`src/fram_host_map.vh`:
```
// Purpose: timing constants for the ferroelectric memory host controller
// Assumes: 10 MHz clock, period 100 ns
// Notes: figures kept in their own unit, cycle counts derived from them
`ifndef FRAM_HOST_MAP_VH
`define FRAM_HOST_MAP_VH
// ****************************************************************
// timing figures
// ****************************************************************
`define FHC_CLK_PERIOD_NS      100
`define FHC_ACCESS_NS          70
`define FHC_CYCLE_NS           150
`define FHC_HIGH_NS            80
`define FHC_RELEASE_NS         25
`define FHC_PWRUP_US           50
`define FHC_PWRDN_NS           100
`define FHC_DATA_SETUP_NS      40
// least times round up to whole cycles
`define FHC_CYC_UP(ns) (((ns) + `FHC_CLK_PERIOD_NS - 1) / `FHC_CLK_PERIOD_NS)
`define FHC_ACCESS_CYC    `FHC_CYC_UP(`FHC_ACCESS_NS)
`define FHC_CYCLE_CYC     `FHC_CYC_UP(`FHC_CYCLE_NS)
`define FHC_HIGH_CYC      `FHC_CYC_UP(`FHC_HIGH_NS)
`define FHC_RELEASE_CYC   `FHC_CYC_UP(`FHC_RELEASE_NS)
`define FHC_PWRDN_CYC     `FHC_CYC_UP(`FHC_PWRDN_NS)
`define FHC_SETUP_CYC     `FHC_CYC_UP(`FHC_DATA_SETUP_NS)
`define FHC_PWRUP_CYC     `FHC_CYC_UP(`FHC_PWRUP_US * 1000)
`endif

```
`src/fhc_host.v`:
```
// Purpose: host controller driving a 32K x 8 ferroelectric memory port
// Assumes: 10 MHz clk; power-down request from system logic on clk
// Notes: one access at a time; strobes and pins all come from flip-flops
`timescale 1ns/1ns
`include "fram_host_map.vh"
module fhc_host #(
	parameter ADDR_W    = 15,
	parameter DATA_W    = 8,
	parameter PWRUP_CYC = `FHC_PWRUP_CYC
) (
	input  wire              clk,
	input  wire              rst_n,
	input  wire              reqValid,
	output wire              reqReady,
	input  wire              reqWrite,
	input  wire [ADDR_W-1:0] reqAddr,
	input  wire [DATA_W-1:0] reqWdata,
	output reg               rspValid,
	output reg  [DATA_W-1:0] rspRdata,
	input  wire              pwrDownReq,
	output reg               pwrDownSafe,
	output reg               selN,
	output reg               wrStrobeN,
	output reg               outStrobeN,
	output reg  [ADDR_W-1:0] addr_lines,
	output reg  [DATA_W-1:0] dataOut,
	output reg               dataOe,
	input  wire [DATA_W-1:0] dataIn
);
	// ****************************************************************
	// states
	// ****************************************************************
	localparam [2:0] ST_PWRUP = 3'h0;
	localparam [2:0] ST_IDLE  = 3'h1;
	localparam [2:0] ST_READ  = 3'h2;
	localparam [2:0] ST_WRITE = 3'h3;
	localparam [2:0] ST_HIGH  = 3'h4;
	localparam [2:0] ST_DOWN  = 3'h5;
	localparam [2:0] ST_OFF   = 3'h6;
	// ****************************************************************
	// timing counts
	// ****************************************************************
	// raw counts as 32-bit integers
	localparam [31:0] PWRUP_RAW = PWRUP_CYC;
	localparam [31:0] ACC_RAW   = `FHC_ACCESS_CYC;
	localparam [31:0] SETUP_RAW = `FHC_SETUP_CYC;
	localparam [31:0] HIGH_RAW  = `FHC_HIGH_CYC;
	localparam [31:0] REL_RAW   = `FHC_RELEASE_CYC;
	localparam [31:0] CYC_RAW   = `FHC_CYCLE_CYC;
	localparam [31:0] DOWN_RAW  = `FHC_PWRDN_CYC;
	// cut to the counter width on purpose
	localparam [15:0] PWRUP_CNT = PWRUP_RAW[15:0];
	localparam [15:0] ACC_CNT   = ACC_RAW[15:0];
	localparam [15:0] SETUP_CNT = SETUP_RAW[15:0];
	localparam [15:0] HIGH_CNT  = HIGH_RAW[15:0];
	localparam [15:0] REL_CNT   = REL_RAW[15:0];
	localparam [15:0] CYC_CNT   = CYC_RAW[15:0];
	localparam [15:0] DOWN_CNT  = DOWN_RAW[15:0];
	// ****************************************************************
	// reset release and input synchronising
	// ****************************************************************
	reg  [1:0]        rstSync_ff;
	wire              rstN;
	wire [DATA_W-1:0] dataInSync;
	reg  [2:0]        state_ff;
	reg  [2:0]        nxt_state;
	reg  [15:0]       cnt_ff;
	reg  [15:0]       nxt_cnt;
	reg  [15:0]       cyc_ff;
	reg  [15:0]       nxt_cyc;
	// two-stage reset release
	always @(posedge clk or negedge rst_n) begin
		if (!rst_n) begin
			rstSync_ff <= 2'h0;
		end else begin
			rstSync_ff <= {rstSync_ff[0], 1'b1};
		end
	end
	assign rstN = rstSync_ff[1];
	// data lines pass two flip-flops
	fhc_sync #(
		.WIDTH (DATA_W)
	) uSync (
		.clk  (clk),
		.rstN (rstN),
		.din  (dataIn),
		.dout (dataInSync)
	);
	// ****************************************************************
	// sequencing
	// ****************************************************************
	// ready only in idle with the cycle spacing met
	assign reqReady = (state_ff == ST_IDLE) && (cyc_ff >= CYC_CNT)
		&& !pwrDownReq;
	// next-state logic
	always @* begin
		nxt_state = state_ff;
		nxt_cnt   = cnt_ff + 16'h0001;
		nxt_cyc   = (cyc_ff < CYC_CNT) ? cyc_ff + 16'h0001 : cyc_ff;
		case (state_ff)
			ST_PWRUP: begin
				// select stays high while power settles
				if (cnt_ff >= PWRUP_CNT - 16'h0001) begin
					nxt_state = ST_IDLE;
					nxt_cnt   = 16'h0000;
				end
			end
			ST_IDLE: begin
				// power-down wins over a new access
				if (pwrDownReq) begin
					nxt_state = ST_DOWN;
					nxt_cnt   = 16'h0000;
				end else if (reqValid && reqReady) begin
					nxt_state = reqWrite ? ST_WRITE : ST_READ;
					nxt_cnt   = 16'h0000;
					nxt_cyc   = 16'h0001;
				end
			end
			ST_READ: begin
				// sample after both delays plus two sync stages
				if (cnt_ff >= ACC_CNT + 16'h0002) begin
					nxt_state = ST_HIGH;
					nxt_cnt   = 16'h0000;
				end
			end
			ST_WRITE: begin
				// strobe width and data setup
				if (cnt_ff >= ((ACC_CNT > SETUP_CNT) ? ACC_CNT : SETUP_CNT)
					- 16'h0001) begin
					nxt_state = ST_HIGH;
					nxt_cnt   = 16'h0000;
				end
			end
			ST_HIGH: begin
				// select high width and data release
				if (cnt_ff >= ((HIGH_CNT > REL_CNT) ? HIGH_CNT : REL_CNT)
					- 16'h0001) begin
					nxt_state = ST_IDLE;
					nxt_cnt   = 16'h0000;
				end
			end
			ST_DOWN: begin
				// select high long enough before power goes
				if (cnt_ff >= DOWN_CNT - 16'h0001) begin
					nxt_state = ST_OFF;
				end
			end
			ST_OFF: begin
				// wait for the system to restore power
				nxt_cnt = cnt_ff;
				if (!pwrDownReq) begin
					nxt_state = ST_IDLE;
				end
			end
			default: begin
				nxt_state = ST_PWRUP;
				nxt_cnt   = 16'h0000;
			end
		endcase
	end
	// state registers
	always @(posedge clk or negedge rstN) begin
		if (!rstN) begin
			state_ff <= ST_PWRUP;
			cnt_ff   <= 16'h0000;
			cyc_ff   <= 16'h0000;
		end else begin
			state_ff <= nxt_state;
			cnt_ff   <= nxt_cnt;
			cyc_ff   <= nxt_cyc;
		end
	end
	// ****************************************************************
	// pin drive
	// ****************************************************************
	// strobes, address and data from flip-flops
	always @(posedge clk or negedge rstN) begin
		if (!rstN) begin
			selN       <= 1'b1;
			wrStrobeN  <= 1'b1;
			outStrobeN <= 1'b1;
			addr_lines <= {ADDR_W{1'b0}};
			dataOut    <= {DATA_W{1'b0}};
			dataOe     <= 1'b0;
		end else begin
			// select low only in an access
			selN <= !((nxt_state == ST_READ) || (nxt_state == ST_WRITE));
			// one strobe at a time
			outStrobeN <= !(nxt_state == ST_READ);
			wrStrobeN  <= !(nxt_state == ST_WRITE);
			dataOe     <= (nxt_state == ST_WRITE);
			if (state_ff == ST_IDLE && nxt_state != ST_IDLE
				&& nxt_state != ST_DOWN) begin
				// address held for the whole access
				addr_lines <= reqAddr;
				dataOut    <= reqWdata;
			end
		end
	end
	// ****************************************************************
	// responses to the requester
	// ****************************************************************
	// done pulse, read byte and power-down status
	always @(posedge clk or negedge rstN) begin
		if (!rstN) begin
			rspValid    <= 1'b0;
			rspRdata    <= {DATA_W{1'b0}};
			pwrDownSafe <= 1'b0;
		end else begin
			rspValid    <= 1'b0;
			pwrDownSafe <= (nxt_state == ST_OFF);
			// read byte taken as the read ends
			if (state_ff == ST_READ && nxt_state == ST_HIGH) begin
				rspRdata <= dataInSync;
				rspValid <= 1'b1;
			end
			// write done once the strobe rises
			if (state_ff == ST_WRITE && nxt_state == ST_HIGH) begin
				rspValid <= 1'b1;
			end
		end
	end
endmodule // fhc_host

```
`src/fhc_sync.v`:
```
// Purpose: two flip-flop synchroniser, one per bit
// Assumes: async reset to zero
// Notes: first stage read only by second stage
`timescale 1ns/1ns
module fhc_sync #(
	parameter WIDTH = 8
) (
	input  wire             clk,
	input  wire             rstN,
	input  wire [WIDTH-1:0] din,
	output wire [WIDTH-1:0] dout
);
	reg [WIDTH-1:0] meta_ff;
	reg [WIDTH-1:0] sync_ff;
	// ****************************************************************
	// two stages per bit
	// ****************************************************************
	genvar gi;
	generate
		for (gi = 0; gi < WIDTH; gi = gi + 1) begin : gBit
			// capture then settle
			always @(posedge clk or negedge rstN) begin
				if (!rstN) begin
					meta_ff[gi] <= 1'b0;
					sync_ff[gi] <= 1'b0;
				end else begin
					meta_ff[gi] <= din[gi];
					sync_ff[gi] <= meta_ff[gi];
				end
			end
		end
	endgenerate
	assign dout = sync_ff;
endmodule // fhc_sync

```
`config.mk`:
```
export PLATFORM = sky130hd
export DESIGN_NAME = fhc_host
export DESIGN_NICKNAME = d
export VERILOG_FILES = /design/src/fhc_host.v /design/src/fhc_sync.v
export VERILOG_INCLUDE_DIRS = /design/src
export SDC_FILE = /design/constraint.sdc
export NUM_CORES = 1
export LEC_CHECK = 0
export ABC_CLOCK_PERIOD_IN_PS = 7400
export BUFFER_PORTS_ARGS = -buffer_cell sky130_fd_sc_hd__buf_4
export CORE_UTILIZATION = 55
export CTS_CLUSTER_SIZE = 28
export DETAILED_ROUTE_END_ITERATION = 12
export GPL_ROUTABILITY_DRIVEN = 0
export MAX_ROUTING_LAYER = met4
export PLACE_DENSITY = 0.77
export SYNTH_ARGS = -nofsm -noshare
export SYNTH_HDL_FRONTEND = slang
export SYNTH_SLANG_ARGS = --single-unit
```
`constraint.sdc`:
```
create_clock -name clk -period 7.4 [get_ports clk]
set_input_delay 1.11 -clock clk [delete_from_list [all_inputs] [get_ports clk]]
set_output_delay 1.11 -clock clk [all_outputs]
set_load 0.05 [all_outputs]
```
Word level (Yosys, flattened, before mapping)
Index checks and enable logic that the tools add are counted.
Widths: inputs -> output; s select.
{"block": "totals", "out_inout_bits": 38, "input_bits": 36, "regBits": 90}
{"block": "op_classes", "n_mux": 22, "add_sub_neg": 2, "reduce_logical": 14, "n_lt_le_gt_ge": 5, "n_eq_ne": 12}
{"operator": "$mux 16", "n": 9}
{"operator": "$pmux 16 s6", "n": 1}
{"operator": "$add 16x1->16 const B", "n": 2}
{"operator": "$ge 16x2->1 const B", "n": 2}
{"operator": "$mux 3", "n": 8}
{"operator": "$pmux 3 s7", "n": 1}
{"operator": "$ge 16x1->1 const B", "n": 1}
{"operator": "$ge 16x9->1 const B", "n": 1}
{"operator": "$lt 16x2->1 const B", "n": 1}
{"operator": "$eq 3x3->1 const B", "n": 5}
{"operator": "$eq 3x2->1 const B", "n": 4}
{"operator": "$logic_and 1x1->1", "n": 7}
{"operator": "$logic_not 1->1", "n": 4}
{"operator": "$eq 3x1->1 const B", "n": 1}
{"operator": "$logic_not 3->1", "n": 1}
{"operator": "$mux 1", "n": 3}
{"operator": "$ne 3x1->1 const B", "n": 1}
{"operator": "$ne 3x3->1 const B", "n": 1}
{"operator": "$reduce_or 2->1", "n": 1}
{"operator": "$logic_or 1x1->1", "n": 1}

Depth between registers and ports, before layout
Gate-level depths: netlist of the first run.
{"block": "depth", "depth_word": 11, "depth_mapped": 8, "ltp_nobuf": 7}

Cells and area by module
Synthesis of the first run repeated with hierarchy kept, for this count alone.
{"block": "unflattened", "cells_unflattened": 290, "area_unflattened_um2": 3639.7}
{"mod": "fhc_host", "cells_per_inst": 274, "n_inst": 1, "area_per_inst_um2": 3239.4, "seq_area_each_um2": 1855.5}
{"mod": "fhc_sync", "cells_per_inst": 16, "n_inst": 1, "area_per_inst_um2": 400.4, "seq_area_each_um2": 400.4}

Worst setup path before layout of the first run
No wires, ideal clock.
{"block": "synth_timing", "kind": "in2out", "start": "input pwrDownReq", "end": "output reqReady", "path_stages": 2, "required_ns": 6.290, "t_arrival_ns": 1.773, "path_buffers": 0, "path_slack_ns": 4.517, "path_cell_list": "nor3_1 -> o21a_1"}
{"block": "synth_via", "elab_chain_cells": 2}
{"item": "start: declaration", "line": "fhc_host.v:20", "rtl": "input wire pwrDownReq,"}
{"item": "$logic_not 1->1"}
{"item": "$logic_and 1x1->1", "line": "fhc_host.v:94", "rtl": "&& !pwrDownReq;"}
{"item": "end: declaration", "line": "fhc_host.v:14", "rtl": "output wire reqReady,"}
Every way passes these cells.

Worst setup path in the final report of the first run
{"block": "layout_timing", "start": "register cyc_ff[12]", "end": "output reqReady"}
{"block": "layout_via", "elab_chain_cells": 3}
{"item": "start: declaration", "line": "fhc_host.v:69", "rtl": "reg [15:0] cyc_ff;"}
{"item": "start signal: assignment", "line": "fhc_host.v:170", "rtl": "cyc_ff <= nxt_cyc;"}
{"item": "$ge 16x2->1", "line": "fhc_host.v:93", "rtl": "assign reqReady = (state_ff == ST_IDLE) && (cyc_ff >= CYC_CNT)"}
{"item": "$logic_and 1x1->1", "line": "fhc_host.v:93"}
{"item": "$logic_and 1x1->1", "line": "fhc_host.v:94"}
Every way passes these cells.

==> results of run 1 <==
-- power by group --
group	switching, mW	internal [mW]
logic	0.529	0.282
registers	0.0819	0.609
clock network	0.179	0.127
total	0.790	1.02
-- cell usage after synthesis (2+ instances only) --
cell type | instances | share of area [%]
and2_1 | 17 | 2.9
and3_1 | 5 | 0.86
and4_1 | 2 | 0.48
buf_2 | 3 | 0.41
buf_6 | 2 | 0.62
clkbuf_1 | 6 | 0.62
dfrtp_1 | 87 | 60
dfstp_2 | 3 | 2.2
ha_1 | 3 | 1.0
inv_1 | 4 | 0.41
mux2_2 | 31 | 9.6
mux2i_1 | 4 | 1.1
nand2_1 | 22 | 2.3
nand2b_1 | 4 | 0.69
nand3_1 | 9 | 1.2
nand4_1 | 3 | 0.52
nor2_1 | 16 | 1.7
nor2b_1 | 2 | 0.34
nor3_1 | 5 | 0.69
nor3_2 | 3 | 0.83
nor4_1 | 9 | 1.5
o21a_1 | 3 | 0.62
o21ai_0 | 12 | 1.7
o21ai_1 | 4 | 0.55
o22ai_1 | 4 | 0.69
o31ai_1 | 6 | 1.2
xnor2_1 | 3 | 0.72
-- flip-flops by register name (all words and copies together), names as in the netlist --
register and count:
outStrobeN 1, cyc_ff 16, uSync.meta_ff 8, state_ff 3
uSync.dout 8, dataOe 1, selN 1, rspRdata 8
rstSync_ff 2, addr_lines 15, cnt_ff 16, rspValid 1
pwrDownSafe 1, dataOut 8, wrStrobeN 1
-- path summary, 6_finish.rpt --
| check | startpoint | to | slack [ns] | depth (start not counted) |
|---|---|---|---|---|
| min in group asynchronous | rst_n | rstSync_ff[1] | 0.52 | 1 |
| max reg2reg | cyc_ff[12] | cnt_ff[15] | 4.78 | 6 |
| max in group asynchronous | rstSync_ff[1] | cnt_ff[6] | 6.16 | 0 |
| max | cyc_ff[12] | reqReady | 4.37 | 4 |
| min reg2reg | uSync.meta_ff[2] | uSync.dout[2] | 0.35 | 0 |
| min | uSync.meta_ff[2] | uSync.dout[2] | 0.35 | 0 |
-- layout make-up --
| class | instances | area (µm²) |
|---|---|---|
| repair buffers | 75 | 563 |
| flip-flops and latches | 90 | 2260 |
| well taps | 77 | 96.3 |
| clock buffers | 10 | 128 |
| clock inverters | 6 | 50.0 |
| inverters | 4 | 15.0 |
| fillers | 480 | 1970 |
| multi-input cells | 185 | 1310 |
-- per-layer routing --
metal  routed length, µm  vias to the layer above  track usage (%)
met1                2950                     1185             26.9
met3                 413                       11             6.96
met4                  87                        0             8.15
met5                   0                        -                -
met2                3220                       68             33.5
li1                    -                     1173                -
-- cell families after synthesis --
family	Yosys count	synth area share (%)
xor gates and xnor gates	3	0.722
AOI/OAI and AO/OA	38	7.22
other	1	0.103
DFF	90	62.0
buffers and inverters	15	2.06
and+or+nand+nor	105	16.2
muxes	35	10.7
adders and majority gates	3	1.03
-- through the flow --
step	std cells	util, %
after floorplan	290	-
after global placement	431	66.4
after detailed placement	431	66.4
after CTS	447	69.2
after global routing	447	69.2
final	447	69.2
==> impl_metrics.json, run 1 <==
{
  "fin_crit_ns": 3.03,
  "endpoint_kind": "output pin",
  "hold_class": "register to register",
  "synthArstFlopShare_pct": 100,
  "setup_slack_ns": 4.37,
  "rsz0062_at_grt": "false",
  "startpoint_type": "register",
  "antenna_found_initial": 0,
  "cts-root-buf": "clkbuf_8",
  "dp_slack_ns": 4.21,
  "grt_use_total_pct": 21.7,
  "powerDensity_nw_per_um2": 409,
  "htreeDepth": 3,
  "crit_fanout": 6,
  "crit_required_ns": 6.29,
  "drt-total-wl_mm": 6.67,
  "p_leak_nw": 2.12,
  "grt_pass1_wl_mm": 11.5,
  "cpMaxStageDelayCell": "dfrtp_1",
  "rows": 29,
  "holdWs_ns": 0.354,
  "clockBufferDepth": 2,
  "vias": 2437,
  "grt_overflow": 0,
  "nNetsFinal": 404,
  "status": "finished, final reports clean",
  "synth_ff_type": "dfrtp_1",
  "clock_skew_ns": 0.00877,
  "fmax_ghz": 0.330,
  "postCtsSetupRepairBufs": 0,
  "syn-num-nets": 329,
  "diodes": 0,
  "postSynthCellCount": 290,
  "clk_pin_slew_ns": 0.09,
  "yosysSeqAreaShare_pct": 62.0,
  "layout_commonest_cell": "dfrtp_1",
  "drc_errors": 0,
  "dr.pass1.iters": 4,
  "cts.hold.buffers_added": 0,
  "grt_max_degree": 89,
  "p_total_mw": 1.81,
  "place_area_um2": 4240,
  "drive_gt1_share_pct": 35.7,
  "drv_cap": 0,
  "dr.first_iter.drc_count": 127,
  "setup-tns-final_ns": 0,
  "cts_resized": 0,
  "synth-edff-count": 0,
  "ir_drop_v": 0.000361,
  "cts_tree": "done",
  "io_buffers": 73,
  "ant_nets": 0,
  "cp.arrival_ns": 1.92,
  "hold_viol": 0,
  "crit_path_max_incr_delay_ns": 0.39,
  "ys_seq_elements": 90,
  "path_buf_inv": 1,
  "vias_per_cell": 5.45,
  "maxSlewViolCount": 0,
  "path_cells": "nor4_1 > nand4_1 > o21a_1 > buf_4",
  "design_area_um2": 4420,
  "crit_family": "simple AND/OR/NAND/NOR gates",
  "yosysWarnings": 0,
  "period_share_pct": 41.0,
  "core_region_area_um2": 6390,
  "wl_per_cell_um": 14.9,
  "grt_pass1_vias": 2492,
  "mostFrequentLayoutCells": "dfrtp_1, buf_4, mux2_2",
  "die_x_um": 83.4,
  "worst_slew_pin_slew_ns": 1.09,
  "syn_to_final_growth_pct": 21.5,
  "ioPinCount": 74,
  "start_util_pct": 57.0,
  "relSlewSlack_pct": 27.5,
  "detailed_place_hpwl_mm": 4.47,
  "worstSkewPairLatency_ns": 0.35,
  "synth_cell_types": 45,
  "syn_area_per_cell_um2": 12.6,
  "die_area_um2": 6950,
  "netlist_area_um2": 3640,
  "worstSetupPathType": "register to output pin",
  "cts_buffers": 9,
  "die_y_um": 83.4,
  "clock-sinks": 90,
  "setup_viol": 0
}
Power figures use the tool's default switching activity.
==> run 2, diff against run 1 <==
- ABC_CLOCK_PERIOD_IN_PS: 7400 -> 3100
- CORE_UTILIZATION: 55 -> 54
- PLACE_DENSITY: 0.77 -> 0.76
- clock period: 7.4 -> 3.1 ns (I/O delays scaled with it)
==> run 2 against run 1 <==
Net effect:
- the flow now finishes with violations (design-rule violations)
- combinational power up 140%
- critical path type is now register to register
- highest routed layer unchanged
- count of clock-buffer cells in the layout is 1 higher
- clock skew increased by 0.0037 ns
- critical endpoint is now cnt_ff[7]
- sequential cell count did not move
- non-clock buffer count is 5 higher
- via count rose by 0.74%
- power up 140%
- clock power is 130% higher
- global-route usage is 0.65 points lower
- setup slack worse by 3.7 ns
- first-iteration DRC count down 3.1%
==> impl_metrics.json, run 2 (same netlist as run 1, synthesis figures left out) <==
{
  "clock-sinks": 90,
  "grt_overflow": 0,
  "crit_required_ns": 3.37,
  "relSlewSlack_pct": 29.1,
  "vias": 2455,
  "postCtsSetupRepairBufs": 0,
  "drive_gt1_share_pct": 36.3,
  "detailed_place_hpwl_mm": 4.51,
  "cp.arrival_ns": 2.67,
  "reg2reg_to": "cnt_ff[7]",
  "hold_class": "input port to register",
  "grt_pass1_vias": 2470,
  "core_region_area_um2": 6420,
  "setup_viol": 0,
  "p_leak_nw": 2.15,
  "die_x_um": 84.1,
  "worstSkewPairLatency_ns": 0.35,
  "reg2reg_slack_ns": 0.69,
  "dr.pass1.iters": 8,
  "powerDensity_nw_per_um2": 971,
  "clock_skew_ns": 0.0125,
  "start_util_pct": 56.7,
  "syn_to_final_growth_pct": 22.6,
  "rsz0062_at_grt": "false",
  "htreeDepth": 3,
  "worst_slew_pin_slew_ns": 1.06,
  "hold_viol": 0,
  "antenna_found_initial": 0,
  "dr.first_iter.drc_count": 123,
  "startpoint_type": "register",
  "r2r-start": "cnt_ff[4]",
  "die_y_um": 84.1,
  "nNetsFinal": 409,
  "holdPathStages": 1,
  "cts-root-buf": "clkbuf_8",
  "cts_tree": "done",
  "fmax_ghz": 0.415,
  "drt-total-wl_mm": 6.56,
  "worstSetupPathType": "register to register",
  "rows": 29,
  "grt_max_degree": 89,
  "diodes": 0,
  "clk_pin_slew_ns": 0.09,
  "wl_per_cell_um": 14.5,
  "fin_util_pct": 69.5,
  "grt_pass1_wl_mm": 11.2,
  "top_regs": "cnt_ff x16, cyc_ff x16, addr_lines x15",
  "reg2regPathDepth": 7,
  "maxSlewViolCount": 0,
  "ant_nets": 0,
  "crit_fanout": 13,
  "status": "complete, but fails checks",
  "period_share_pct": 77.7,
  "drc_errors": 4,
  "min_to": "uSync.meta_ff[3]",
  "clockBufferDepth": 2,
  "ir_drop_v": 0.000681,
  "fin_crit_ns": 2.41,
  "vias_per_cell": 5.43,
  "hp-start": "dataIn[3]",
  "endpoint_kind": "register",
  "setup-tns-final_ns": 0,
  "io_buffers": 73,
  "cts_buffers": 9,
  "layout_commonest_cell": "dfrtp_1",
  "drv_cap": 0,
  "die_area_um2": 7070,
  "mostFrequentLayoutCells": "dfrtp_1, buf_4, mux2_2",
  "failed_checks": "design-rule violations",
  "ioPinCount": 74,
  "grt_use_total_pct": 21.0
}
-- run 2: how the worst max path moves through the flow --
stage | to | startpoint | slack, ns
after global routing | cnt_ff[6] | state_ff[2] | 0.46
after global placement | cnt_ff[7] | cnt_ff[4] | 0.77
after detailed placement | cnt_ff[7] | cnt_ff[4] | 0.73
after CTS | cnt_ff[7] | cnt_ff[4] | 0.71
after floorplan | addr_lines[0] | rstSync_ff[1] | 0.41
final | cnt_ff[7] | cnt_ff[4] | 0.69
-- run 2: layer usage --
metal / up-vias / share of wire (%) / GRT usage [%]
met2: 75 / 46 / 31.5
met3: 13 / 5.3 / 4.85
met4: 0 / 2.1 / 10.2
li1: 1186 / - / -
met5: - / 0 / -
met1: 1181 / 46 / 27.3
-- run 2: repair_timing --
action                    CTS  global route
hold buffers                1             0
hold endpoints to repair    2             0
gates resized for setup     0             0
-- run 2: power by group --
| part | switching (mW) | leakage [nW] | internal, mW | total, mW |
|---|---|---|---|---|
| registers | 0.200 | 1.14 | 1.45 | 1.65 |
| logic | 1.27 | 0.919 | 0.696 | 1.96 |
| clock network | 0.399 | 0.0899 | 0.318 | 0.717 |
| total | 1.86 | 2.15 | 2.47 | 4.33 |
-- run 2: through the flow --
stage | area [µm²] | total power, mW | setup WS, ns | hold slack [ns] | instances
floorplan | 3640 | 3.09 | 0.413 | 0.169 | 290
global placement | 4270 | 3.60 | 0.769 | 0.248 | 435
detailed placement | 4270 | 3.65 | 0.734 | 0.254 | 435
CTS | 4460 | 4.37 | 0.708 | 0.202 | 452
global route | 4460 | 4.55 | 0.455 | 0.193 | 452
finish | 4460 | 4.33 | 0.692 | 0.221 | 452
-- run 2: layout make-up --
cell class | instances | area, µm²
Timing Repair Buffer | 80 | 603
Tap cell | 77 | 96.3
Fill cell | 495 | 1960
Multi-Input combinational cell | 185 | 1310
Clock buffer | 11 | 141
Inverter | 4 | 15.0
Clock inverter | 5 | 38.8
Sequential cell | 90 | 2260
-- run 2: worst max-delay path, stage by stage (launching register included) --
cell,delay (ns)
dfrtp_1,0.47
or4_1,0.52
or3_4,0.39
o31ai_4,0.22
buf_4,0.22
nor4_1,0.13
buf_4,0.21
nor3_2,0.16
==> run 3, diff against run 2 <==
- ABC_AREA: default -> 1
- ABC_CLOCK_PERIOD_IN_PS: 3100 -> 2300
- PLACE_DENSITY: 0.76 -> 0.75
- clock period: 3.1 -> 2.3 ns (I/O delays scaled with it)
==> run 3 against run 2 <==
Net effect:
- the flow now finishes without violations
- synthesized cell count up 37%
- synthesized area up 3.0%
- wire length up 3.0%
- critical endpoint is now reqReady
- highest routed layer unchanged
==> impl_metrics.json, run 3 <==
{
  "status": "finished, final reports clean",
  "cts_resized": 0,
  "regArea_um2": 2260,
  "io_buffers": 73,
  "drv_cap": 0,
  "endpoint_kind": "output pin",
  "synthSimpleGateAreaFrac_pct": 19.9,
  "cp.arrival_ns": 1.48,
  "die_y_um": 85.3,
  "period_share_pct": 79.6,
  "yosysWarnings": 0,
  "cts-root-buf": "clkbuf_8",
  "p_sw_uw": 591,
  "grt_pass1_vias": 2627,
  "reg2reg_to": "cnt_ff[0]",
  "wl_per_cell_um": 12.1,
  "p_int_mw": 2.29,
  "synth-compound-area-share_pct": 4.41,
  "vias": 2675,
  "hold_viol": 0,
  "crit_path_max_incr_delay_ns": 0.39,
  "synthMuxAreaShare_pct": 2.40,
  "crit_required_ns": 1.96,
  "path_cells": "inv_1 > ha_1 > nand2_1 > nand3_2 > nand2_1 > inv_1 > buf_4",
  "rows": 29,
  "synth_top_family_by_area": "simple AND/OR/NAND/NOR gates",
  "reg2regPathDepth": 8,
  "syn_area_per_cell_um2": 9.42,
  "dr.pass1.iters": 4,
  "synthDominantCellAreaShare_pct": 58.1,
  "vias_per_cell": 4.79,
  "syn-num-nets": 437,
  "synth_ff_type": "dfrtp_1",
  "postSynthCellCount": 398,
  "p_total_mw": 2.88,
  "cts_buffers": 9,
  "drive_gt1_share_pct": 25.2,
  "pwr-share-clk_pct": 41.3,
  "drc_errors": 0,
  "crit_fanout": 3,
  "worstSetupPathType": "register to output pin",
  "pwr-share-seq_pct": 55.8,
  "antenna_found_initial": 0,
  "nNetsFinal": 515,
  "syn_to_final_growth_pct": 23.2,
  "dr.first_iter.drc_count": 151,
  "dp_slack_ns": 0.538,
  "grt_use_total_pct": 21.2,
  "start_util_pct": 57.4,
  "postCtsSetupRepairBufs": 0,
  "synth_most_common_cell": "nand2_1",
  "fin_crit_ns": 1.83,
  "ys_top_cells_by_count": "nand2_1, dfrtp_1, inv_1",
  "grt_overflow": 0,
  "fmax_ghz": 0.546,
  "clk_pin_slew_ns": 0.09,
  "holdPathStages": 1,
  "clock_skew_ns": 0.0125,
  "synthTopCellsByArea": "dfrtp_1, nand2_1, inv_1",
  "setup-tns-final_ns": 0,
  "synthArstFlopShare_pct": 100,
  "drt-total-wl_mm": 6.76,
  "ioPinCount": 74,
  "grt_pass1_wl_mm": 11.6,
  "netlist_area_um2": 3750,
  "hp-start": "dataIn[0]",
  "reg2reg_slack_ns": 0.52,
  "r2r-start": "state_ff[1]",
  "setup_slack_ns": 0.470,
  "detailed_place_hpwl_mm": 4.72,
  "powerDensity_nw_per_um2": 623,
  "mostFrequentLayoutCells": "nand2_1, dfrtp_1, buf_4",
  "diodes": 0,
  "cpMaxStageDelayCell": "dfrtp_1",
  "htreeDepth": 3,
  "worstSetupEndpoint": "reqReady",
  "setup_viol": 0,
  "synth_cell_types": 30,
  "die_area_um2": 7280,
  "yosys.area_share.adder_pct": 1.00,
  "clock-sinks": 90,
  "cts_tree": "done",
  "fillers": 507,
  "maxSlewViolCount": 0,
  "ir_drop_v": 0.000478,
  "ys_seq_elements": 90,
  "grt_max_degree": 74,
  "p_leak_nw": 2.64,
  "combPwrFrac_pct": 2.9,
  "cp-startpoint": "cyc_ff[0]",
  "die_x_um": 85.3,
  "multi_input_area_um2": 1160,
  "synth-edff-count": 0,
  "clockBufferDepth": 2,
  "layout_commonest_cell": "nand2_1",
  "rsz0062_at_grt": "false",
  "worstSkewPairLatency_ns": 0.35,
  "synthXorXnorAreaFrac_pct": 3.27,
  "p_sw_share_pct": 20.5,
  "startpoint_type": "register",
  "top_regs": "cnt_ff x16, cyc_ff x16, addr_lines x15",
  "core_region_area_um2": 6530,
  "yosysTopAreaCell": "dfrtp_1",
  "hold_class": "input port to register",
  "ant_nets": 0,
  "yosysSeqAreaShare_pct": 60.2
}
run 3: cell count changes in the layout (fill, tap and decap cells not counted), sizes merged, moves of 5 or more:
cell,change
o31ai,-6
nor2,+11
o21ai,+13
mux2,-23
and2,-17
nand3,+6
nor4,-9
nand2,+94
and3,-5
xor2,+14
inv,+66
nor3,-5
run 3: timing repair:
item	4_1_cts	5_1_grt
hold buffers	1	0
endpoints found under the hold margin	2	0
setup endpoints to repair	0	0
run 3: per-layer routing:
metal  track usage, %  share of wire [%]  up-vias
li1                 -                  -     1359
met5                -                  0        -
met2             34.0                 48       60
met4             10.3                2.7        0
met3             3.60                3.6       14
met1             26.2                 46     1242
run 3: power groups by stage:
stage / combinational [mW] / clock [mW] / sequential [mW]
3_3_place_gp: 0.0833 / 0 / 1.64
6_report: 0.0838 / 1.19 / 1.61
2_1_floorplan: 0.00752 / 0 / 1.65
3_5_place_dp: 0.0844 / 0 / 1.64
4_1_cts: 0.0863 / 1.21 / 1.61
5_1_grt: 0.0945 / 1.28 / 1.61
run 3: kinds of logic after synthesis:
| logic type | after synthesis |
|---|---|
| adder cells (fa/ha/maj) | 3 |
| AO/OA/AOI/OAI | 32 |
| AND/OR/NAND/NOR | 169 |
| buffers and inverters | 81 |
| multiplexers | 8 |
| flip-flops | 90 |
| XOR/XNOR | 14 |
| other | 1 |
run 3: area by class of cell:
type | count | share of cell area (%)
sequential | 90 | 48.9
tap | 77 | 2.09
clock buffer | 10 | 2.98
clock inverter | 6 | 1.95
timing repair buffer | 77 | 13.1
multi-input combinational | 227 | 25.2
inverter | 71 | 5.77
run 3: worst min path at each step:
stage | slack (ns) | endpoint
detailed placement | 0.13 | rstSync_ff[0]
finish | 0.10 | uSync.meta_ff[0]
global route | 0.08 | uSync.meta_ff[7]
CTS | 0.09 | uSync.meta_ff[7]
floorplan | 0.05 | rstSync_ff[0]
global placement | 0.13 | rstSync_ff[0]
run 3: metrics by stage:
stage	util, %	area [µm²]	hold slack [ns]	cells
after global routing	70.7	4620	0.0777	558
after floorplan	-	3750	0.0494	398
after detailed placement	67.1	4380	0.129	541
final	70.7	4620	0.102	558
after global placement	67.1	4380	0.127	541
after CTS	70.7	4620	0.0859	558
run 3: critical path, delay by kind of cell (launching register included):
| family | cells | cell delay [ns] |
|---|---|---|
| flip-flops | 1 | 0.39 |
| buffers and inverters | 3 | 0.29 |
| AND/OR/NAND/NOR | 3 | 0.27 |
| adder cells (fa/ha/maj) | 1 | 0.20 |
